## src/core/wwd_pkg.sv

```systemverilog
package wwd_pkg;
   // ------------------------------------------------------------
   // Register map
   // ------------------------------------------------------------
   localparam logic [11:0] WWD_CTRL_OFS   = 12'h880;
   localparam logic [11:0] WWD_CLR_OFS    = 12'h884;
   localparam logic [11:0] WWD_SET_OFS    = 12'h888;
   localparam logic [11:0] WWD_INV_OFS    = 12'h88c;
   localparam logic [11:0] WWD_STAT_OFS   = 12'h890;
   localparam logic [11:0] WWD_MASK_OFS   = 12'h894;
   // ------------------------------------------------------------
   // Control fields
   // ------------------------------------------------------------
   localparam int          WWD_ON_BIT     = 15;
   localparam int          WWD_RDIV_LSB   = 8;
   localparam int          WWD_CSEL_LSB   = 6;
   localparam int          WWD_SDIV_LSB   = 1;
   localparam int          WWD_WIN_BIT    = 0;
   localparam int          WWD_KEY_LSB    = 16;
   localparam logic [15:0] WWD_CLEAR_KEY  = 16'h5743;
   localparam logic [3:0]  WWD_KEY_STRB   = 4'hc;
   localparam logic        WWD_ON_RST     = 1'h0;
   // ------------------------------------------------------------
   // Status and mask fields
   // ------------------------------------------------------------
   localparam int          WWD_EV_W       = 3;
   localparam int          WWD_EV_RESET   = 0;
   localparam int          WWD_EV_WAKE    = 1;
   localparam int          WWD_EV_WINVIO  = 2;
   localparam logic [2:0]  WWD_EV_RST     = 3'h0;
   localparam logic [1:0]  WWD_RESP_OKAY  = 2'h0;
   localparam logic [1:0]  WWD_RESP_SLV   = 2'h2;
endpackage : wwd_pkg

```

## src/core/wwd_post_cnt.sv

```systemverilog
`timescale 1ns/100ps
module wwd_post_cnt
   import wwd_pkg::*;
(
   input  wire logic        aclk,
   input  wire logic        aresetn,
   input  wire logic        run,
   input  wire logic        tick,
   input  wire logic        restart,
   input  wire logic [4:0]  div,
   output logic [31:0]      cnt,
   output logic             expire,
   output logic             win_open
);
   logic [31:0] cnt_r;
   logic [31:0] cnt_nxt;
   logic [31:0] limit;

   // Period is 2^div ticks
   assign limit    = 32'((33'h1 << div) - 33'h1);
   assign expire   = run & tick & (cnt_r == limit);
   assign win_open = cnt_r >= (limit - (limit >> 2));
   assign cnt      = cnt_r;

   always_comb begin
      cnt_nxt = cnt_r;
      if (restart || !run || expire) begin
         cnt_nxt = '0;
      end else if (tick) begin
         cnt_nxt = cnt_r + 32'h1;
      end
   end

   always_ff @(posedge aclk) begin
      if (!aresetn) begin
         cnt_r <= '0;
      end else begin
         cnt_r <= cnt_nxt;
      end
   end
endmodule : wwd_post_cnt

```

## src/core/wwd_top.sv

```systemverilog
// Function
// - Software restarts the count by one 16-bit write of the clear key to the upper half.
// - An enabled watchdog that times out in Run mode requests a device reset.
// - A time-out during Sleep or Idle produces a wake-up event instead.
// - Control bit 15 runs the watchdog when set and stops it when clear.
// - The software enable counts only while the configuration enable is zero.
// - Each reset loads the run postscale copy from its configuration bits; read-only.
// - Each reset loads the run clock select copy from its configuration bits; read-only.
// - Each reset loads the sleep postscale copy from its configuration bits; read-only.
// - Each reset sets window enable to the inverse of window disable; writable later.
// - Window enable set selects windowed mode, clear selects non-windowed mode.
// - Run and Sleep/Idle use separate periods, each from its own postscale value.
// - Sleep/Idle counts low-power RC ticks; Run counts the selected run clock.
// - Clear, set and invert aliases at +0x4, +0x8 and +0xc act on bits written as one.
`timescale 1ns/100ps
module wwd_top
   import wwd_pkg::*;
(
   input  wire logic        aclk,
   input  wire logic        aresetn,
   input  wire logic [11:0] s_axi_awaddr,
   input  wire logic        s_axi_awvalid,
   output logic             s_axi_awready,
   input  wire logic [31:0] s_axi_wdata,
   input  wire logic [3:0]  s_axi_wstrb,
   input  wire logic        s_axi_wvalid,
   output logic             s_axi_wready,
   output logic [1:0]       s_axi_bresp,
   output logic             s_axi_bvalid,
   input  wire logic        s_axi_bready,
   input  wire logic [11:0] s_axi_araddr,
   input  wire logic        s_axi_arvalid,
   output logic             s_axi_arready,
   output logic [31:0]      s_axi_rdata,
   output logic [1:0]       s_axi_rresp,
   output logic             s_axi_rvalid,
   input  wire logic        s_axi_rready,
   input  wire logic        config_watchdog_enable,
   input  wire logic [4:0]  run_postscale_config,
   input  wire logic [1:0]  run_clock_config,
   input  wire logic [4:0]  sleep_postscale_config,
   input  wire logic        window_disable_config,
   input  wire logic [3:0]  run_clk_tick,
   input  wire logic        low_power_rc_osc,
   input  wire logic        sleep_mode,
   input  wire logic        idle_mode,
   output logic             device_reset_req,
   output logic             wake_event,
   output logic             irq
);
   // ------------------------------------------------------------
   // State
   // ------------------------------------------------------------
   logic              aw_hold_r, aw_hold_nxt, w_hold_r, w_hold_nxt;
   logic [11:0]       aw_addr_r, aw_addr_nxt;
   logic [31:0]       w_data_r, w_data_nxt;
   logic [3:0]        w_strb_r, w_strb_nxt;
   logic              bvalid_r, bvalid_nxt, rvalid_r, rvalid_nxt;
   logic [1:0]        bresp_r, bresp_nxt, rresp_r, rresp_nxt;
   logic [31:0]       rdata_r, rdata_nxt;
   logic              on_r, on_nxt, win_r, win_nxt;
   logic [4:0]        rdiv_r, rdiv_nxt, sdiv_r, sdiv_nxt;
   logic [1:0]        csel_r, csel_nxt;
   logic [WWD_EV_W-1:0] stat_r, stat_nxt, mask_r, mask_nxt;
   logic              rst_req_r, rst_req_nxt, wake_r, wake_nxt;
   logic              do_wr, key_ok, wd_run, low_pwr, tick, expire, win_open;
   logic [4:0]        div;
   logic [31:0]       cnt, ctrl_rd;
   logic [WWD_EV_W-1:0] ev;

   // ------------------------------------------------------------
   // Watchdog core
   // ------------------------------------------------------------
   assign do_wr   = aw_hold_r & w_hold_r & ~bvalid_r;
   assign key_ok  = do_wr && aw_addr_r == WWD_CTRL_OFS && w_strb_r == WWD_KEY_STRB
                    && w_data_r[31:WWD_KEY_LSB] == WWD_CLEAR_KEY;
   assign wd_run  = config_watchdog_enable | on_r;
   assign low_pwr = sleep_mode | idle_mode;
   assign tick    = low_pwr ? low_power_rc_osc : run_clk_tick[csel_r];
   assign div     = low_pwr ? sdiv_r : rdiv_r;

   wwd_post_cnt wwd_post_cnt_inst (
      .aclk     (aclk),
      .aresetn  (aresetn),
      .run      (wd_run),
      .tick     (tick),
      .restart  (key_ok),
      .div      (div),
      .cnt      (cnt),
      .expire   (expire),
      .win_open (win_open)
   );

   // Early key in windowed mode is a violation
   always_comb begin
      ev                = '0;
      ev[WWD_EV_RESET]  = expire & ~low_pwr;
      ev[WWD_EV_WAKE]   = expire & low_pwr;
      ev[WWD_EV_WINVIO] = key_ok & wd_run & win_r & ~win_open;
      rst_req_nxt       = ev[WWD_EV_RESET] | ev[WWD_EV_WINVIO];
      wake_nxt          = ev[WWD_EV_WAKE];
   end

   assign ctrl_rd = {16'h0, on_r, 2'h0, rdiv_r, csel_r, sdiv_r, win_r};

   // ------------------------------------------------------------
   // Register writes
   // ------------------------------------------------------------
   always_comb begin
      on_nxt   = on_r;
      win_nxt  = win_r;
      mask_nxt = mask_r;
      stat_nxt = stat_r;
      rdiv_nxt = rdiv_r;
      csel_nxt = csel_r;
      sdiv_nxt = sdiv_r;
      if (do_wr) begin
         case (aw_addr_r)
            WWD_CTRL_OFS: begin
               if (w_strb_r[1]) on_nxt = w_data_r[WWD_ON_BIT];
               if (w_strb_r[0]) win_nxt = w_data_r[WWD_WIN_BIT];
            end
            WWD_CLR_OFS: begin
               if (w_strb_r[1]) on_nxt = on_r & ~w_data_r[WWD_ON_BIT];
               if (w_strb_r[0]) win_nxt = win_r & ~w_data_r[WWD_WIN_BIT];
            end
            WWD_SET_OFS: begin
               if (w_strb_r[1]) on_nxt = on_r | w_data_r[WWD_ON_BIT];
               if (w_strb_r[0]) win_nxt = win_r | w_data_r[WWD_WIN_BIT];
            end
            WWD_INV_OFS: begin
               if (w_strb_r[1]) on_nxt = on_r ^ w_data_r[WWD_ON_BIT];
               if (w_strb_r[0]) win_nxt = win_r ^ w_data_r[WWD_WIN_BIT];
            end
            WWD_STAT_OFS: begin
               if (w_strb_r[0]) stat_nxt = stat_r & ~w_data_r[WWD_EV_W-1:0];
            end
            WWD_MASK_OFS: begin
               if (w_strb_r[0]) mask_nxt = w_data_r[WWD_EV_W-1:0];
            end
            default: begin
            end
         endcase
      end
      // Events win over a clear in the same cycle
      stat_nxt = stat_nxt | ev;
   end

   always_ff @(posedge aclk) begin
      if (!aresetn) begin
         on_r      <= WWD_ON_RST;
         win_r     <= ~window_disable_config;
         rdiv_r    <= run_postscale_config;
         csel_r    <= run_clock_config;
         sdiv_r    <= sleep_postscale_config;
         stat_r    <= WWD_EV_RST;
         mask_r    <= WWD_EV_RST;
         rst_req_r <= 1'b0;
         wake_r    <= 1'b0;
      end else begin
         on_r      <= on_nxt;
         win_r     <= win_nxt;
         rdiv_r    <= rdiv_nxt;
         csel_r    <= csel_nxt;
         sdiv_r    <= sdiv_nxt;
         stat_r    <= stat_nxt;
         mask_r    <= mask_nxt;
         rst_req_r <= rst_req_nxt;
         wake_r    <= wake_nxt;
      end
   end

   assign device_reset_req = rst_req_r;
   assign wake_event       = wake_r;
   assign irq              = |(stat_r & mask_r);

   // ------------------------------------------------------------
   // AXI4-Lite slave
   // ------------------------------------------------------------
   always_comb begin
      aw_hold_nxt = aw_hold_r;
      aw_addr_nxt = aw_addr_r;
      w_hold_nxt  = w_hold_r;
      w_data_nxt  = w_data_r;
      w_strb_nxt  = w_strb_r;
      bvalid_nxt  = bvalid_r;
      bresp_nxt   = bresp_r;
      if (s_axi_awvalid && !aw_hold_r) begin
         aw_hold_nxt = 1'b1;
         aw_addr_nxt = {s_axi_awaddr[11:2], 2'b00};
      end
      if (s_axi_wvalid && !w_hold_r) begin
         w_hold_nxt = 1'b1;
         w_data_nxt = s_axi_wdata;
         w_strb_nxt = s_axi_wstrb;
      end
      if (do_wr) begin
         aw_hold_nxt = 1'b0;
         w_hold_nxt  = 1'b0;
         bvalid_nxt  = 1'b1;
         bresp_nxt   = (aw_addr_r inside {WWD_CTRL_OFS, WWD_CLR_OFS, WWD_SET_OFS,
                        WWD_INV_OFS, WWD_STAT_OFS, WWD_MASK_OFS}) ? WWD_RESP_OKAY
                        : WWD_RESP_SLV;
      end else if (bvalid_r && s_axi_bready) begin
         bvalid_nxt = 1'b0;
      end
   end

   always_comb begin
      rvalid_nxt = rvalid_r;
      rdata_nxt  = rdata_r;
      rresp_nxt  = rresp_r;
      if (s_axi_arvalid && !rvalid_r) begin
         rvalid_nxt = 1'b1;
         rresp_nxt  = WWD_RESP_OKAY;
         case ({s_axi_araddr[11:2], 2'b00})
            WWD_CTRL_OFS: rdata_nxt = ctrl_rd;
            WWD_CLR_OFS, WWD_SET_OFS, WWD_INV_OFS: rdata_nxt = 32'h0;
            WWD_STAT_OFS: rdata_nxt = {29'h0, stat_r};
            WWD_MASK_OFS: rdata_nxt = {29'h0, mask_r};
            default: begin
               rdata_nxt = 32'h0;
               rresp_nxt = WWD_RESP_SLV;
            end
         endcase
      end else if (rvalid_r && s_axi_rready) begin
         rvalid_nxt = 1'b0;
      end
   end

   always_ff @(posedge aclk) begin
      if (!aresetn) begin
         aw_hold_r <= 1'b0;
         aw_addr_r <= 12'h0;
         w_hold_r  <= 1'b0;
         w_data_r  <= 32'h0;
         w_strb_r  <= 4'h0;
         bvalid_r  <= 1'b0;
         bresp_r   <= WWD_RESP_OKAY;
         rvalid_r  <= 1'b0;
         rdata_r   <= 32'h0;
         rresp_r   <= WWD_RESP_OKAY;
      end else begin
         aw_hold_r <= aw_hold_nxt;
         aw_addr_r <= aw_addr_nxt;
         w_hold_r  <= w_hold_nxt;
         w_data_r  <= w_data_nxt;
         w_strb_r  <= w_strb_nxt;
         bvalid_r  <= bvalid_nxt;
         bresp_r   <= bresp_nxt;
         rvalid_r  <= rvalid_nxt;
         rdata_r   <= rdata_nxt;
         rresp_r   <= rresp_nxt;
      end
   end

   assign s_axi_awready = ~aw_hold_r;
   assign s_axi_wready  = ~w_hold_r;
   assign s_axi_bvalid  = bvalid_r;
   assign s_axi_bresp   = bresp_r;
   assign s_axi_arready = ~rvalid_r;
   assign s_axi_rvalid  = rvalid_r;
   assign s_axi_rdata   = rdata_r;
   assign s_axi_rresp   = rresp_r;
endmodule : wwd_top

```

## config.mk

```make
export PLATFORM = sky130hd
export DESIGN_NAME = wwd_top
export DESIGN_NICKNAME = d
export VERILOG_FILES = /design/src/core/wwd_pkg.sv /design/src/core/wwd_post_cnt.sv /design/src/core/wwd_top.sv
export SDC_FILE = /design/constraint.sdc
export NUM_CORES = 1
export LEC_CHECK = 0
export ABC_AREA = 1
export BUFFER_PORTS_ARGS = -buffer_cell sky130_fd_sc_hd__buf_2
export CORE_ASPECT_RATIO = 0.5
export CORE_MARGIN = 5
export CORE_UTILIZATION = 56
export CTS_CLUSTER_SIZE = 8
export DETAILED_ROUTE_END_ITERATION = 6
export GPL_TIMING_DRIVEN = 1
export MAX_ROUTING_LAYER = met4
export PLACE_DENSITY = 0.77
export RECOVER_POWER = 50
export REMOVE_ABC_BUFFERS = 1
export SLEW_MARGIN = 20
export SYNTH_ARGS = -nofsm -noshare
export SYNTH_HDL_FRONTEND = slang
export SYNTH_SLANG_ARGS = --single-unit
```

## constraint.sdc

```tcl
create_clock -name aclk -period 6.1 [get_ports aclk]
set_clock_uncertainty 0.2 [all_clocks]
set_input_delay 0 -clock aclk [delete_from_list [all_inputs] [get_ports aclk]]
set_output_delay 0 -clock aclk [all_outputs]
set_load 0.1 [all_outputs]
```

==> reports/results.ini, run 1 <==
[timing]
slew_violations=58
min_period_over_period_pct=93.5
finalHoldViolations=0
slew_headroom_pct=-34.9
setup_violations=0
min_period_ns=5.70
fin_ws_ns=0.398
worst_pin_slew_ns=2.02
setup-tns-final_ns=0
max_freq_mhz=175

[floorplanning]
io_pins=132
die_y_um=98.6
fp.dieW_um=187
start_util_pct=57.1
rows=32
dieArea_um2=18500
core_um2=15400

[setup_path]
r2r-start=sdiv_nxt[0]$_DFFE_PN_
worstSetupPathType=input port to flip-flop
crit_end=stat_r[2]$_SDFF_PN0_
cp_max_fo=12
r2r_end=stat_r[2]$_SDFF_PN0_
crit_top_cell=nand2_1
cp-end-kind=flip-flop
slowest_delay_ns=0.54
startpoint_type=input port
cp_data_arrival_time_ns=5.76
startpoint=sleep_mode
critPathSlowestCell=dlygate4sd3_1
cp.required_ns=6.16
reg2reg_slack_ns=0.42
worstRegToRegCells=29

[yosys]
synth-edff-count=13
ys.flop_type=dfxtp_1
yosys_warnings=0
ys_seq_area_share_pct=26.0
synth_cells=1324
syn-cell-area_um2=8800
ys_async_sr_fraction_pct=0
syn_avg_cell_area_um2=6.65
synth_top_area_share_pct=21.6
synth_cell_types=60
yosysTopAreaCell=dfxtp_1
ys_seq_elements=108
synthTopCellsByArea=dfxtp_1 22%, nand2_1 11%, ha_1 8.0%

[grt]
grt_use_met2_pct=45.3
grt_overflow=0
grt_pass1_wl_mm=42.4
grt_max_degree=58
gr-usage-met3_pct=5.24
track_usage_pct=28.2
grt_pass1_vias=8809
antenna_found_initial=0
busiest_layer=met2
met1_usage_pct=37.3

[route]
detail_route.first_pass.iterations=5
vias_per_cell=5.57
wl_mm=26.0
drc=0
route.vias.total=9391
drtAntennaViolNets=0
drt-initial-drc-count=837
wl_per_cell_um=15.4

[cells_and_area]
final_common_cell=nand2_1
fillers=1320
final_layout_size_suffix_gt1_share_pct=12.1
area_delta_synth_final_pct=17.5
final_cell_mix=257 x nand2_1, 177 x nor2_1, 163 x inv_1, 95 x dfxtp_1, 92 x a21oi_1
fin_area_um2=10300
nets=1621
multiInputGateArea_um2=5620
diodes=0
seqCellArea_um2=2290

[cts]
htree_levels=3
cts_tree=built
cts_sinks=108
cts.path.max_buffers=2
clockRootBuffer=clkbuf_16
cts.reportedPaths.clkPinSlew_ns=0.08
cts_buffers=9
insertion_delay_ns=0.36

[power_and_ir_drop]
powerDensity_nw_per_um2=267
power_frac_clock_pct=21.4
combPwrFrac_pct=50.6
power.switching_mw=1.25
swShare_pct=45.2
leakagePower_nw=4.89
peakVddDrop_mv=0.144
p_int_mw=1.51
seqPwrFrac_pct=28.0
power_mw=2.76

[run]
maxCapViolCount=1

[placement]
placed_area_um2=9290
post-place-ws_ns=0.329
numPortBuffers=95
hpwlAfterDp_mm=18.9
place_congestion=0.981

[min_path]
hold_start=s_axi_araddr[2]
hp-class=input port to flip-flop

[run_status]
outcome=finished, violations left
violations=capacitance limit, slew limit

sequential cells by signal, indices dropped and copies added, names as in the netlist, 4 cells and up:
name                   flops
aw_addr_r                 10
rdiv_nxt                   5
s_axi_rdata               14
sdiv_nxt                   5
w_data_r                  20
w_strb_r                   4
wwd_post_cnt_inst.cnt     32
through the flow:
stage | cells | hold WS, ns | utilization, %
2_1_floorplan | 1289 | -0.101 | -
3_3_place_gp | 1592 | -0.0216 | 60.3
3_5_place_dp | 1592 | -0.0208 | 60.3
4_1_cts | 1677 | 0.00287 | 66.6
5_1_grt | 1685 | 0.0521 | 67.1
6_report | 1685 | 0.0119 | 67.1
worst max-delay path: cells and delay by family:
family	cells	cell delay, ns
buf+inv	4	0.91
simple gates	18	2.31
compound gates	9	1.63
fa+ha+maj	3	0.90
per-layer routing:
metal	share of wire (%)	wire length [um]	vias to the layer above
met5	0	0	-
li1	-	-	4652
met3	8.7	2260	52
met2	45	11600	420
met1	45	11700	4267
met4	1.9	495	0
worst min-delay path by stage:
stage / to / slack, ns / depth (start not counted)
floorplan: csel_nxt[0]$_DFFE_PN_ / -0.10 / 0
global placement: csel_nxt[0]$_DFFE_PN_ / -0.02 / 1
detailed placement: rdiv_nxt[2]$_DFFE_PN_ / -0.02 / 1
CTS: s_axi_rdata[0]$_SDFFE_PN0P_ / 0.003 / 6
global route: s_axi_rdata[0]$_SDFFE_PN0P_ / 0.05 / 6
finish: s_axi_rdata[0]$_SDFFE_PN0P_ / 0.01 / 6
synthesized netlist by cell type, drive strengths merged, types with 2 or more instances:
| master | n |
|---|---|
| or2 | 2 |
| a21o | 3 |
| o221ai | 5 |
| nand4 | 59 |
| and3 | 2 |
| o21bai | 2 |
| inv | 174 |
| nor2 | 192 |
| a211oi | 3 |
| nor3b | 2 |
| xor2 | 35 |
| nand3b | 6 |
| a21oi | 94 |
| conb | 2 |
| o21ai | 95 |
| edfxtp | 13 |
| clkbuf | 17 |
| nor4 | 12 |
| ha | 56 |
| nor3 | 34 |
| a311oi | 2 |
| o31ai | 2 |
| nand3 | 82 |
| dfxtp | 95 |
| o2111ai | 2 |
| nand2 | 273 |
| xnor2 | 10 |
| buf | 37 |
kinds of logic after synthesis:
family / Yosys count / synth area share, %
AOI/OAI and AO/OA: 217 / 13.7
xor gates and xnor gates: 46 / 4.82
adders and majority gates: 57 / 8.19
buffers and inverters: 229 / 11.4
DFF: 108 / 26.0
other: 2 / 0.0853
and+or+nand+nor: 665 / 35.8
cell type report:
| cell class | count | area share (%) |
|---|---|---|
| flip-flops and latches | 108 | 22.2 |
| clock buffers | 10 | 2.21 |
| multi-input cells | 1007 | 54.3 |
| clock inverters | 6 | 0.605 |
| inverters | 175 | 6.35 |
| repair buffers | 175 | 11.9 |
| well taps | 204 | 2.47 |
repair_timing:
item / in CTS / in global routing
buffers inserted: 0 / 7
endpoints found under the setup margin: 0 / 2
resized for setup: 0 / 11
hold endpoints to repair: 60 / 0
hold buffers: 69 / 0
power by group through the flow:
stage	combinational, mW	sequential (mW)	clock [mW]
floorplan	0.986	0.831	0
global placement	1.28	0.788	0
detailed placement	1.31	0.789	0
CTS	1.35	0.773	0.600
global route	1.57	0.778	0.625
finish	1.40	0.775	0.591
(Power assumes the default switching activity.)
==> run 2: changes to the inputs <==
==> constraint.sdc (replaced) <==
create_clock -name aclk -period 6.1 [get_ports aclk]
set_clock_uncertainty 0.2 [all_clocks]
set_input_delay 0.305 -clock aclk [delete_from_list [all_inputs] [get_ports aclk]]
set_output_delay 0.305 -clock aclk [all_outputs]
set_load 0.1 [all_outputs]
==> reports/results.ini, run 2 (synthesis gave the netlist of run 1 again) <==
[run_status]
outcome=completed

[timing]
slew_headroom_pct=17.8
rsz0062_at_grt=no
setup_violations=0
min_period_over_period_pct=92.4
setup-tns-final_ns=0
finalHoldViolations=0
slew_violations=0
min_period_ns=5.64
timing.hold.ws_ns=0.0308
max_freq_mhz=177
worst_pin_slew_ns=1.24

[cts]
clockRootBuffer=clkbuf_16
htree_levels=3
insertion_delay_ns=0.36
cts.path.max_buffers=2
cts_buffers=9
cts_tree=built
cts_sinks=108
cts.reportedPaths.clkPinSlew_ns=0.08

[power_and_ir_drop]
leakagePower_nw=4.72
peakVddDrop_mv=0.177
powerDensity_nw_per_um2=275

[setup_path]
cp_max_fo=11
cp.required_ns=6.17
cp-end-kind=flip-flop
cp_data_arrival_time_ns=5.70
worstSetupPathType=flip-flop to flip-flop
crit_top_cell=nand2_1
reg2reg_slack_ns=0.46
slowest_delay_ns=0.46
critPathSlowestCell=edfxtp_1
startpoint_type=flip-flop

[route]
drc=0
wl_per_cell_um=15.2
detail_route.first_pass.iterations=6
drt-initial-drc-count=754
vias_per_cell=5.60
drtAntennaViolNets=0
wl_mm=25.2
route.vias.total=9251

[floorplanning]
io_pins=132
dieArea_um2=18500
core_um2=15400
fp.dieW_um=187
rows=32
die_y_um=98.6
start_util_pct=57.1

[grt]
grt_overflow=0
grt_max_degree=58
grt_pass1_vias=8703
track_usage_pct=27.6
grt_pass1_wl_mm=41.6
antenna_found_initial=0

[run]
maxCapViolCount=0

[min_path]
hp-class=input port to flip-flop

[cells_and_area]
final_cell_mix=256 x nand2_1, 178 x nor2_1, 163 x inv_1, 95 x dfxtp_1, 93 x a21oi_1
largest_reg_flops=32
final_common_cell=nand2_1
area_delta_synth_final_pct=13.2
final_layout_size_suffix_gt1_share_pct=12.2
nets=1588
fillers=1416
diodes=0

[placement]
place_congestion=0.955
numPortBuffers=95
hpwlAfterDp_mm=19.3

run 2: repair_timing:
item / CTS / global route
buffers inserted: 0 / 2
hold buffers: 34 / 0
endpoints found under the hold margin: 34 / 0
gates resized for setup: 0 / 5
endpoints found under the setup margin: 0 / 2
run 2: critical path: cells and delay by family, from the launching register on:
family | cells | cell delay, ns
AOI/OAI and AO/OA | 8 | 1.48
xor gates and xnor gates | 1 | 0.17
adders and majority gates | 4 | 1.13
buffers and inverters | 3 | 0.18
DFF | 1 | 0.46
and+or+nand+nor | 16 | 1.94
run 2: layer usage:
| layer | vias up | GRT usage [%] | part of all wire, % |
|---|---|---|---|
| met2 | 381 | 45.2 | 45 |
| li1 | 4599 | - | - |
| met1 | 4235 | 36.8 | 46 |
| met4 | 0 | 5.28 | 1.3 |
| met5 | - | - | 0 |
| met3 | 36 | 4.25 | 8.2 |
run 2: final timing paths:
check                                 start                         to  cells past startpoint
setup reg to reg      sdiv_nxt[3]$_DFFE_PN_       stat_r[2]$_SDFF_PN0_                     32
setup / recovery      sdiv_nxt[3]$_DFFE_PN_       stat_r[2]$_SDFF_PN0_                     32
hold / removal               s_axi_wdata[1]   w_data_r[1]$_SDFFE_PN0P_                      3
hold reg to reg   w_data_r[28]$_SDFFE_PN0P_  w_data_r[28]$_SDFFE_PN0P_                      2
run 2: cell type report:
type                            count  area (um2)  area share (%)
Inverter                          175         657            6.59
Tap cell                          204         255            2.56
Timing Repair Buffer              143         883            8.87
Multi-Input combinational cell   1006        5590            56.1
Clock buffer                       10         229            2.30
Clock inverter                      6        60.1           0.603
Sequential cell                   108        2290            23.0
run 2: stage by stage:
stage	instance area [um2]	power [mW]	utilization [%]	instances	setup WS, ns
detailed placement	9350	2.13	60.6	1600	0.189
global placement	9350	2.09	60.6	1600	0.411
floorplan	8530	1.82	-	1289	0.721
CTS	9980	2.73	64.7	1650	0.418
global route	9960	2.95	64.6	1652	0.00349
finish	9960	2.74	64.6	1652	0.465
run 2: power by group:
group | switching (mW) | internal [mW]
Sequential | 0.0207 | 0.753
Combinational | 0.927 | 0.459
Clock | 0.298 | 0.287
Total | 1.25 | 1.50
